File: src/include/ptc_defines.svh
// Register offsets, reset values and timing counts for the pulse counter
//
// Overview of operation
// - Count only while start control holds 1
// - Clear request 1 clears counts, 0 keeps
// - Store per-cycle sample count, 0 to 32767
// - Running sum 0 to 99999999, two words
// - Sample equals pulses times prescale times factor; scale selection 0 gives raw pulses
// - Prescale settable 0 to 32767, resets to 1
// - Pulse input only for selection 1,11,21,100
// - Selections 10,11,20,21,100 need meter variant
`ifndef PTC_DEFINES_SVH
`define PTC_DEFINES_SVH

// ****************************************************************
// Register byte offsets
// ****************************************************************
`define PTC_OFF_SAMPLE     8'h00
`define PTC_OFF_CUM_LO     8'h04
`define PTC_OFF_CUM_HI     8'h08
`define PTC_OFF_CLEAR      8'h0c
`define PTC_OFF_START      8'h10
`define PTC_OFF_TIO_SEL    8'h14
`define PTC_OFF_SCALE_SEL  8'h18
`define PTC_OFF_PRESCALE   8'h1c
`define PTC_OFF_IN_DIV     8'h20
`define PTC_OFF_STATUS     8'h24

// ****************************************************************
// Reset values and limits
// ****************************************************************
`define PTC_RST_PRESCALE   16'h0001
`define PTC_MAX_SAMPLE     32'h0000_7fff
`define PTC_MAX_CUM        27'h5f5_e0ff
`define PTC_CUM_MODULUS    28'h5f5_e100
`define PTC_MAX_SCALE_SEL  16'h0005

// ****************************************************************
// Timing: count cycle length
// ****************************************************************
`define PTC_CLK_PERIOD_NS  5
`define PTC_CYCLE_TIME_NS  1000000
`define PTC_CYCLE_CLKS     (`PTC_CYCLE_TIME_NS / `PTC_CLK_PERIOD_NS)

`endif

File: src/include/ptc_pkg.sv
// Types shared by the pulse train input counter
package ptc_pkg;

    // APB request from the master
    typedef struct packed {
        logic        psel;
        logic        penable;
        logic        pwrite;
        logic [7:0]  paddr;
        logic [31:0] pwdata;
    } ptc_apb_req_s;

    // APB answer to the master
    typedef struct packed {
        logic [31:0] prdata;
        logic        pready;
        logic        pslverr;
    } ptc_apb_rsp_s;

    // Count cycle sequencer; each step except HOLD to IDLE changes one bit
    typedef enum logic [1:0] {
        PTC_ST_IDLE  = 2'b00,
        PTC_ST_COUNT = 2'b01,
        PTC_ST_HOLD  = 2'b11
    } ptc_state_e;

endpackage

File: src/verilog/ptc_pulse_counter.sv
// Pulse train input counter with APB register access
`timescale 1ns/10ps
`include "ptc_defines.svh"

module ptc_pulse_counter
    import ptc_pkg::*;
#(
    parameter int          CYCLE_CLKS = `PTC_CYCLE_CLKS, // Clocks per cycle
    parameter int          PULSE_W    = 16,              // Raw counter width
    parameter bit          HAS_FM     = 1'b1             // Meter variant
) (
    input  wire logic          i_clk_sys,   // 200 MHz system clock
    input  wire logic          i_rst,       // Async reset, active high
    input  wire ptc_apb_req_s  i_apb,       // APB request
    output ptc_apb_rsp_s       o_apb,       // APB answer
    input  wire logic          i_pulse_in,  // Input terminal level
    output logic               o_term_lvl,  // Ordinary terminal level
    output logic               o_pulse_mode // Terminal in pulse mode
);

    // ************************************************************
    // Elaboration checks
    // ************************************************************
    generate
        if (CYCLE_CLKS < 2) begin : g_bad_cycle
            $error("CYCLE_CLKS must be at least 2");
        end
        if (PULSE_W < 1 || PULSE_W > 16) begin : g_bad_width
            $error("PULSE_W must be 1 to 16");
        end
    endgenerate

    localparam int TW = $clog2(CYCLE_CLKS);
    localparam logic [TW-1:0] TMR_LAST = TW'(CYCLE_CLKS - 1);

    // ************************************************************
    // Register file state
    // ************************************************************
    logic [15:0] clear_ff, nxt_clear;
    logic [15:0] start_ff, nxt_start;
    logic [15:0] tio_ff, nxt_tio;
    logic [15:0] scale_ff, nxt_scale;
    logic [15:0] presc_ff, nxt_presc;
    logic [15:0] indiv_ff, nxt_indiv;
    logic [31:0] rdata_ff, nxt_rdata;
    logic        ready_ff, nxt_ready;
    logic        err_ff, nxt_err;

    // ************************************************************
    // Counting state
    // ************************************************************
    ptc_state_e          st_ff, nxt_st;
    logic [TW-1:0]       tmr_ff, nxt_tmr;
    logic [PULSE_W-1:0]  raw_ff, nxt_raw;
    logic [14:0]         sample_ff, nxt_sample;
    logic [26:0]         cum_ff, nxt_cum;
    logic                ovf_ff, nxt_ovf;
    logic                prev_ff, nxt_prev;
    logic                term_ff, nxt_term;

    logic                acc_phase;
    logic                wr_take;
    logic                addr_ok;
    logic                val_ok;
    logic                pulse_mode;
    logic                counting;
    logic                rise;
    logic                boundary;
    logic [PULSE_W-1:0]  raw_fin;
    logic [31:0]         prod;
    logic [31:0]         scaled;
    logic [14:0]         samp_val;
    logic                samp_ovf;
    logic [27:0]         cum_sum;

    // Selection decode: only these values turn the pin into a counter
    always_comb begin
        pulse_mode = 1'b0;
        case (tio_ff)
            16'd1, 16'd11, 16'd21, 16'd100: pulse_mode = 1'b1;
            default: pulse_mode = 1'b0;
        endcase
    end

    // Write value check per register, refused writes keep old value
    always_comb begin
        val_ok = 1'b1;
        case (i_apb.paddr)
            `PTC_OFF_TIO_SEL: begin
                case (i_apb.pwdata[15:0])
                    16'd0, 16'd1: val_ok = 1'b1;
                    16'd10, 16'd11, 16'd20, 16'd21, 16'd100: begin
                        val_ok = HAS_FM;
                    end
                    default: val_ok = 1'b0;
                endcase
            end
            `PTC_OFF_SCALE_SEL: begin
                val_ok = i_apb.pwdata[15:0] <= `PTC_MAX_SCALE_SEL;
            end
            `PTC_OFF_PRESCALE: begin
                val_ok = ~i_apb.pwdata[15];
            end
            default: val_ok = 1'b1;
        endcase
        if (i_apb.pwdata[31:16] != 16'h0000) begin
            val_ok = 1'b0;
        end
    end

    // Address decode for mapped words
    always_comb begin
        case (i_apb.paddr)
            `PTC_OFF_SAMPLE, `PTC_OFF_CUM_LO, `PTC_OFF_CUM_HI,
            `PTC_OFF_CLEAR, `PTC_OFF_START, `PTC_OFF_TIO_SEL,
            `PTC_OFF_SCALE_SEL, `PTC_OFF_PRESCALE, `PTC_OFF_IN_DIV,
            `PTC_OFF_STATUS: addr_ok = 1'b1;
            default: addr_ok = 1'b0;
        endcase
    end

    // APB slave: one wait state so read data comes from a flop
    always_comb begin
        acc_phase = i_apb.psel & i_apb.penable;
        wr_take   = acc_phase & ready_ff & i_apb.pwrite & addr_ok & val_ok;
        nxt_ready = acc_phase & ~ready_ff;
        nxt_err   = err_ff;
        nxt_rdata = rdata_ff;
        nxt_clear = clear_ff;
        nxt_start = start_ff;
        nxt_tio   = tio_ff;
        nxt_scale = scale_ff;
        nxt_presc = presc_ff;
        nxt_indiv = indiv_ff;
        if (acc_phase & ~ready_ff) begin
            nxt_err   = ~addr_ok | (i_apb.pwrite & ~val_ok);
            nxt_rdata = 32'h0000_0000;
            if (!i_apb.pwrite) begin
                case (i_apb.paddr)
                    `PTC_OFF_SAMPLE:    nxt_rdata = {17'h0, sample_ff};
                    `PTC_OFF_CUM_LO:    nxt_rdata = {16'h0, cum_ff[15:0]};
                    `PTC_OFF_CUM_HI:    nxt_rdata = {21'h0, cum_ff[26:16]};
                    `PTC_OFF_CLEAR:     nxt_rdata = {16'h0, clear_ff};
                    `PTC_OFF_START:     nxt_rdata = {16'h0, start_ff};
                    `PTC_OFF_TIO_SEL:   nxt_rdata = {16'h0, tio_ff};
                    `PTC_OFF_SCALE_SEL: nxt_rdata = {16'h0, scale_ff};
                    `PTC_OFF_PRESCALE:  nxt_rdata = {16'h0, presc_ff};
                    `PTC_OFF_IN_DIV:    nxt_rdata = {16'h0, indiv_ff};
                    `PTC_OFF_STATUS: begin
                        nxt_rdata = {29'h0, ovf_ff, counting, pulse_mode};
                    end
                    default: nxt_rdata = 32'h0000_0000;
                endcase
            end
        end
        if (wr_take) begin
            case (i_apb.paddr)
                `PTC_OFF_CLEAR:     nxt_clear = i_apb.pwdata[15:0];
                `PTC_OFF_START:     nxt_start = i_apb.pwdata[15:0];
                `PTC_OFF_TIO_SEL:   nxt_tio   = i_apb.pwdata[15:0];
                `PTC_OFF_SCALE_SEL: nxt_scale = i_apb.pwdata[15:0];
                `PTC_OFF_PRESCALE:  nxt_presc = i_apb.pwdata[15:0];
                `PTC_OFF_IN_DIV:    nxt_indiv = i_apb.pwdata[15:0];
                default: nxt_clear = clear_ff;
            endcase
        end
    end

    // Register file flops
    always_ff @(posedge i_clk_sys or posedge i_rst) begin
        if (i_rst) begin
            clear_ff <= 16'h0000;
            start_ff <= 16'h0000;
            tio_ff   <= 16'h0000;
            scale_ff <= 16'h0000;
            presc_ff <= `PTC_RST_PRESCALE;
            indiv_ff <= 16'h0000;
            rdata_ff <= 32'h0000_0000;
            ready_ff <= 1'b0;
            err_ff   <= 1'b0;
        end else begin
            clear_ff <= nxt_clear;
            start_ff <= nxt_start;
            tio_ff   <= nxt_tio;
            scale_ff <= nxt_scale;
            presc_ff <= nxt_presc;
            indiv_ff <= nxt_indiv;
            rdata_ff <= nxt_rdata;
            ready_ff <= nxt_ready;
            err_ff   <= nxt_err;
        end
    end

    // Scaling of the finished cycle; divide by constants only
    always_comb begin
        rise    = i_pulse_in & ~prev_ff;
        raw_fin = raw_ff;
        if (rise && raw_ff != {PULSE_W{1'b1}}) begin
            raw_fin = raw_ff + PULSE_W'(1);
        end
        prod = 32'(raw_fin) * 32'(presc_ff[14:0]);
        case (scale_ff[2:0])
            3'd0:    scaled = 32'(raw_fin);
            3'd1:    scaled = prod;
            3'd2:    scaled = prod / 32'd10;
            3'd3:    scaled = prod / 32'd100;
            3'd4:    scaled = prod / 32'd1000;
            3'd5:    scaled = prod / 32'd10000;
            default: scaled = prod;
        endcase
        // Saturate so software sees overflow rather than a wrapped value
        samp_ovf = scaled > `PTC_MAX_SAMPLE;
        samp_val = samp_ovf ? 15'h7fff : scaled[14:0];
        cum_sum  = {1'b0, cum_ff} + {13'h0, samp_val};
    end

    // Count cycle sequencer and counters
    always_comb begin
        counting   = (st_ff == PTC_ST_COUNT);
        boundary   = counting && (tmr_ff == TMR_LAST);
        nxt_prev   = i_pulse_in;
        nxt_term   = pulse_mode ? 1'b0 : i_pulse_in;
        nxt_st     = st_ff;
        nxt_tmr    = tmr_ff;
        nxt_raw    = raw_ff;
        nxt_sample = sample_ff;
        nxt_cum    = cum_ff;
        nxt_ovf    = ovf_ff;
        case (st_ff)
            PTC_ST_IDLE: begin
                if (start_ff == 16'd1 && pulse_mode) begin
                    nxt_st = PTC_ST_COUNT;
                end
            end
            PTC_ST_COUNT: begin
                if (start_ff != 16'd1 || !pulse_mode) begin
                    nxt_st = PTC_ST_HOLD;
                end else if (boundary) begin
                    // Sample and sum change in the same edge
                    nxt_tmr    = '0;
                    nxt_raw    = '0;
                    nxt_sample = samp_val;
                    nxt_ovf    = samp_ovf;
                    if (cum_sum > {1'b0, `PTC_MAX_CUM}) begin
                        nxt_cum = 27'(cum_sum - `PTC_CUM_MODULUS);
                    end else begin
                        nxt_cum = cum_sum[26:0];
                    end
                end else begin
                    nxt_tmr = tmr_ff + TW'(1);
                    nxt_raw = raw_fin;
                end
            end
            PTC_ST_HOLD: begin
                // Partial cycle is dropped; a restart begins a full cycle
                nxt_tmr = '0;
                nxt_raw = '0;
                nxt_st  = PTC_ST_IDLE;
            end
            default: nxt_st = PTC_ST_IDLE;
        endcase
        if (clear_ff == 16'd1) begin
            nxt_tmr    = '0;
            nxt_raw    = '0;
            nxt_sample = '0;
            nxt_cum    = '0;
            nxt_ovf    = 1'b0;
        end
    end

    // Counting flops
    always_ff @(posedge i_clk_sys or posedge i_rst) begin
        if (i_rst) begin
            st_ff     <= PTC_ST_IDLE;
            tmr_ff    <= '0;
            raw_ff    <= '0;
            sample_ff <= '0;
            cum_ff    <= '0;
            ovf_ff    <= 1'b0;
            prev_ff   <= 1'b0;
            term_ff   <= 1'b0;
        end else begin
            st_ff     <= nxt_st;
            tmr_ff    <= nxt_tmr;
            raw_ff    <= nxt_raw;
            sample_ff <= nxt_sample;
            cum_ff    <= nxt_cum;
            ovf_ff    <= nxt_ovf;
            prev_ff   <= nxt_prev;
            term_ff   <= nxt_term;
        end
    end

    // Outputs
    assign o_apb.prdata  = rdata_ff;
    assign o_apb.pready  = ready_ff;
    assign o_apb.pslverr = ready_ff & err_ff;
    assign o_term_lvl    = term_ff;
    assign o_pulse_mode  = pulse_mode;

endmodule
File: config.mk
export PLATFORM = sky130hd
export DESIGN_NAME = ptc_pulse_counter
export DESIGN_NICKNAME = d
export VERILOG_FILES = /design/src/include/ptc_pkg.sv /design/src/verilog/ptc_pulse_counter.sv
export VERILOG_INCLUDE_DIRS = /design/src /design/src/include
export SDC_FILE = /design/constraint.sdc
export NUM_CORES = 2
export LEC_CHECK = 0
export BUFFER_PORTS_ARGS = -buffer_cell sky130_fd_sc_hd__buf_2
export CAP_MARGIN = 10
export CORE_ASPECT_RATIO = 0.5
export CORE_UTILIZATION = 60
export CTS_CLUSTER_SIZE = 40
export DETAILED_ROUTE_END_ITERATION = 8
export PLACE_DENSITY = 0.85
export SLEW_MARGIN = 0
export SYNTH_ARGS = -nofsm -noshare
export SYNTH_HDL_FRONTEND = slang
export SYNTH_SLANG_ARGS = --single-unit
File: constraint.sdc
create_clock -name i_clk_sys -period 145.5 [get_ports i_clk_sys]
set_input_delay 7.275 -clock i_clk_sys [delete_from_list [all_inputs] [get_ports i_clk_sys]]
set_output_delay 7.275 -clock i_clk_sys [all_outputs]
set_load 0.1 [all_outputs]
Word-level counts from Yosys, hierarchy flattened. Cells that the tools add are included.

Flip-flop bits (word level): 211. Bits of input ports: 46. Output and inout bits: 36. Word-level logic and storage cells: 138.

Add/sub/neg operators: 4. Multipliers: 1. Divide/modulo/power cells: 4. Order comparisons: 3. Equal/unequal tests: 34. Multiplexer cells: 35. Bitwise operators: 15. Reduce and logical (&&, ||, !) cells: 25.

Operators with widths (number): $pmux 16 s10 (1); $pmux 32 s5 (1); $mux 27 (5); $mux 16 (5); $mux 15 (5); $eq 16x1->1 const B (4); $mux 18 (3); $eq 16x4->1 const B (3); $eq 16x5->1 const B (3); $pmux 18 s2 (1); $div 31x10->32 const B (1); $div 31x14->32 const B (1); $div 31x4->32 const B (1); $div 31x7->32 const B (1); $eq 16x7->1 const B (2); $eq 8x5->1 const B (4); $gt 32x15->1 const B (1); $pmux 16 s2 (1); $mul 16x15->31 (1); $add 27x15->28 (1); $gt 28x27->1 const B (1); $sub 27x27->27 const B (1); $add 18x1->18 const B (1); $eq 18x18->1 const B (1); other kinds (36) (72).

Longest topological paths before layout.
Depth in word-level cells: 16. Depth in mapped cells: 533. Gate-level depth less buffers: 493.

Worst setup path before layout. Ideal clock, no wire load.

Path type: in2reg. From: input i_pulse_in. To: register cum_ff[23]. Setup time: 132 ps. Arrival time: 104310 ps. Slack: 41059 ps. Stages on the path: 497. Cells stage by stage: nor2b_1 o31a_1 nand2_1 or3_1 nor2_1 xor2_1 clkbuf_1 nand2_1 fa_1 fa_1 inv_1 fa_1 fa_1 fa_1 inv_1 fa_1 inv_1 ha_1 [... 461 more ...] xnor2_1 nor2_1 nand2_1 nand2_1 a21oi_1 nor2_1 o21ai_0 nor2_1 nor2_1 o21a_1 clkbuf_1 nor2_1 a21o_1 a22oi_1 nor2_1 nand3_1 xor2_1 nor2_1.

Word-level cells in the longest chain between the ends: 15. Elaborated cells between the ends (all ways): 19.

RTL lines: from (decl) (RTL line ptc_pulse_counter.sv:16) `input wire logic i_pulse_in,`; $and 1x1->1 (*) (RTL line ptc_pulse_counter.sv:196) `rise = i_pulse_in & ~prev_ff;`; $logic_and 1x1->1 (*) (RTL line ptc_pulse_counter.sv:198) `if (rise && raw_ff != {PULSE_W{1'b1}}) begin`; $mux 16 (*) (RTL line ptc_pulse_counter.sv:198); $mul 16x15->31 (RTL line ptc_pulse_counter.sv:201) `prod = 32'(raw_fin) * 32'(presc_ff[14:0]);`; $div 31x14->32 (tied with other cells) (RTL line ptc_pulse_counter.sv:208) `3'd5: scaled = prod / 32'd10000;`; $pmux 32 s5 (*) (RTL line ptc_pulse_counter.sv:202) `case (scale_ff[2:0])`; $gt 32x15->1 (no line); $mux 15 (*) (RTL line ptc_pulse_counter.sv:213) `samp_val = samp_ovf ? 15'h7fff : scaled[14:0];`; $add 27x15->28 (*) (RTL line ptc_pulse_counter.sv:214) `cum_sum = {1'b0, cum_ff} + {13'h0, samp_val};`; $sub 27x27->27 (no line) or $gt 28x27->1 (tied branches); $mux 27 (*) (RTL line ptc_pulse_counter.sv:244) `` if (cum_sum > {1'b0, `PTC_MAX_CUM}) begin ``; $mux 27 (*) (RTL line ptc_pulse_counter.sv:238) `end else if (boundary) begin`; $mux 27 (*) (RTL line ptc_pulse_counter.sv:236) `if (start_ff != 16'd1 || !pulse_mode) begin`; $mux 27 (*) (RTL line ptc_pulse_counter.sv:229) `case (st_ff)`; $mux 27 (*) (RTL line ptc_pulse_counter.sv:262) `if (clear_ff == 16'd1) begin`; to (signal assigned) (RTL line ptc_pulse_counter.sv:287) `cum_ff <= nxt_cum;`; to (decl) (RTL line ptc_pulse_counter.sv:56) `logic [26:0] cum_ff, nxt_cum;`.

Mark *: on every way between the ends. The rest lies on a longest branch, timed or not. The select of a mux whose other input is x is not followed. A chain may end at the register's enable or synchronous reset.

Worst setup path after layout.
From: input i_pulse_in. To: register cum_ff[25].

Same word-level chain as after synthesis.

==> flow_summary.ini <==
[detailed_routing]
wl_per_cell_um = 19.93
via_count = 39114
drt-initial-drc-count = 4540
dr.max_layer_used = met4
routed_wl_um = 117100
drt_first_pass_iters = 9
ant_nets = 0
wl_met3_um = 12050
vias_per_cell = 6.654
wl_met1_um = 50500
drc = 1
wl_met2_um = 51340

[timing]
drv_slew = 0
worst_slew_pin_slew_ns = 1.367
timing.final.crit_share = 0.7881
fin_crit_ns = 114.67
tns_ns = 0
fmaxAchievable_mhz = 8.721
skew_ns = 0.01556
finalSetupViolCount = 0
hold_viol = 0
rsz0062_at_grt = no
relSlewSlack = 0.07994

[critical_path]
max_stage_delay_ns = 0.84
critPathArrivalTime_ns = 115.05
r2r_slack_ns = 37.05
worstReg2RegStart = raw_ff[5]
r2r-end = cum_ff[25]
cp-end-kind = register
required_ns = 145.88
crit_path_start_kind = input port
r2r_cells = 458
cp_max_fo = 33
cpMostUsedCell = o21a_1
slowest_stage = xor2_2
crit_type = input port to register

[logic_synthesis]
synth_top_area_cell = ha_1
async_flop_share = 1.000
syn_inst = 5032
synth-edff-count = 0
synth_area_mm2 = 0.03892
yosysSeqAreaShare = 0.1254
syn_avg_cell_area_um2 = 7.734
yosys-top-cells-area = ha_1 (13%), dfrtp_1 (12%), fa_1 (9.3%)
ys_types = 138
synth.cells.most_frequent = nand2_1 (532), nor2_1 (411), ha_1 (401)
synth_top_area_frac = 0.1289
synth-main-ff-cell = dfrtp_1
yosysMostFrequentCell = nand2_1
synth-seq-cells = 195
synth-warning-count = 0

[finish]
drive_gt1_frac = 0.08410
nNetsFinal = 5621
area_growth_pct = 4.507
nFillCells = 5358

[clock_tree]
htreeDepth = 4
cts_max_path_buffers = 2
cts_resized = 0
post_cts_buffers = 0
cts_tree = yes
insertion_delay_ns = 0.45
numClockSinks = 195
cts-root-buf = clkbuf_16
clk_pin_slew_ns = 0.09
cts_buffers = 17
hold_buffers = 0

[global_route]
grt_pass1_wl_um = 191200
grt_antenna_before_repair = 3
grt_max_degree = 120
grt_pass1_vias = 37515
grt_overflow = 0
gr-usage-all-layers = 0.3494

[place]
port_buffers = 65
gp_congestion = 0.9677
dp.final_hpwl_um = 91090

[floorplan]
num_io_pins = 82
rows = 65
die_w_um = 362.2
die_area_mm2 = 0.06595
initial_core_util = 0.6120
core-area_mm2 = 0.06360
die_h_um = 182.1

[worst_hold_path]
worstHoldPathCells = 2
min-delay-start = indiv_ff[15]
min_path_type = register to register
hold_end = indiv_ff[15]

[status]
outcome = complete, but fails checks
violations = DRC

[flow_run]
cap_violations = 0
## cell families after synthesis
kind of cell | after synthesis | synth area share
adders and majority gates | 582 | 0.2220
muxes | 167 | 0.04674
other | 1 | 0.00009635
DFF | 195 | 0.1254
and+or+nand+nor | 1965 | 0.2536
buffers and inverters | 529 | 0.05398
xor gates and xnor gates | 211 | 0.04748
AOI/OAI and AO/OA | 1382 | 0.2506
## registers in the layout, indices dropped and copies added, names as in the netlist, 15 cells and up
register,count
indiv_ff,16
rdata_ff,16
tmr_ff,18
tio_ff,16
presc_ff,16
start_ff,16
cum_ff,27
raw_ff,16
clear_ff,16
scale_ff,16
sample_ff,15
## layer usage
metal	global-route usage	vias up
met1	0.4819	18685
met5	0	-
met2	0.5589	1952
met4	0.1013	0
met3	0.06346	276
li1	-	18201
## critical path, delay by kind of cell
| family | cells | cell delay (ns) |
|---|---|---|
| xor+xnor | 4 | 1.86 |
| compound gates | 265 | 58.56 |
| fa+ha+maj | 38 | 12.69 |
| mux | 5 | 1.34 |
| buf+inv | 19 | 2.60 |
| simple gates | 129 | 30.48 |
## cells in the final DEF (no fill, tap or decap), drive strengths merged, types with 56 or more instances in the layout
cell   instances
or2           59
nand3        112
fa           181
nand4         59
inv          339
xor2          84
o21a         192
nand2        535
mux2i         65
o21ai        229
xnor2        127
nor3         247
or3           61
buf          121
nor4          56
dfrtp        194
mux2         102
a21oi        276
and2         207
a21o         109
ha           401
nor2         415
o31ai        118
## how the worst max path moves through the flow
stage,startpoint,slack (ns),to,depth (start not counted)
after floorplan,i_pulse_in,41.06,cum_ff[23],497
after global placement,i_pulse_in,36.38,cum_ff[25],461
after detailed placement,i_pulse_in,32.83,cum_ff[25],459
after CTS,i_pulse_in,32.81,cum_ff[25],459
after global routing,i_pulse_in,23.21,cum_ff[25],464
final,i_pulse_in,30.83,cum_ff[25],460
## final cells by class
cell class	count	area [um2]	share of cell area
well taps	871	1090	0.02679
multi-input cells	4326	32060	0.7883
clock buffers	17	425.4	0.01046
clock inverters	15	211.5	0.005199
flip-flops and latches	195	4881	0.1200
diodes	1	2.502	0.00006152
inverters	332	1255	0.03085
repair buffers	121	745.7	0.01833
## through the flow
stage               instance area, um2  instances  setup WS [ns]  utilization  hold WS, ns
floorplan                        38990       5050          41.06            -       0.4505
global placement                 40030       5845          36.38       0.6295       0.4675
detailed placement               40030       5845          32.83       0.6295       0.4740
CTS                              40670       5877          32.81       0.6395       0.4966
global route                     40670       5878          23.21       0.6395       0.5051
finish                           40670       5878          30.83       0.6395       0.4920
Power is left out: the tool's default activity adds up to more than one toggle a clock period on the data nets, which glitch-free logic cannot reach.
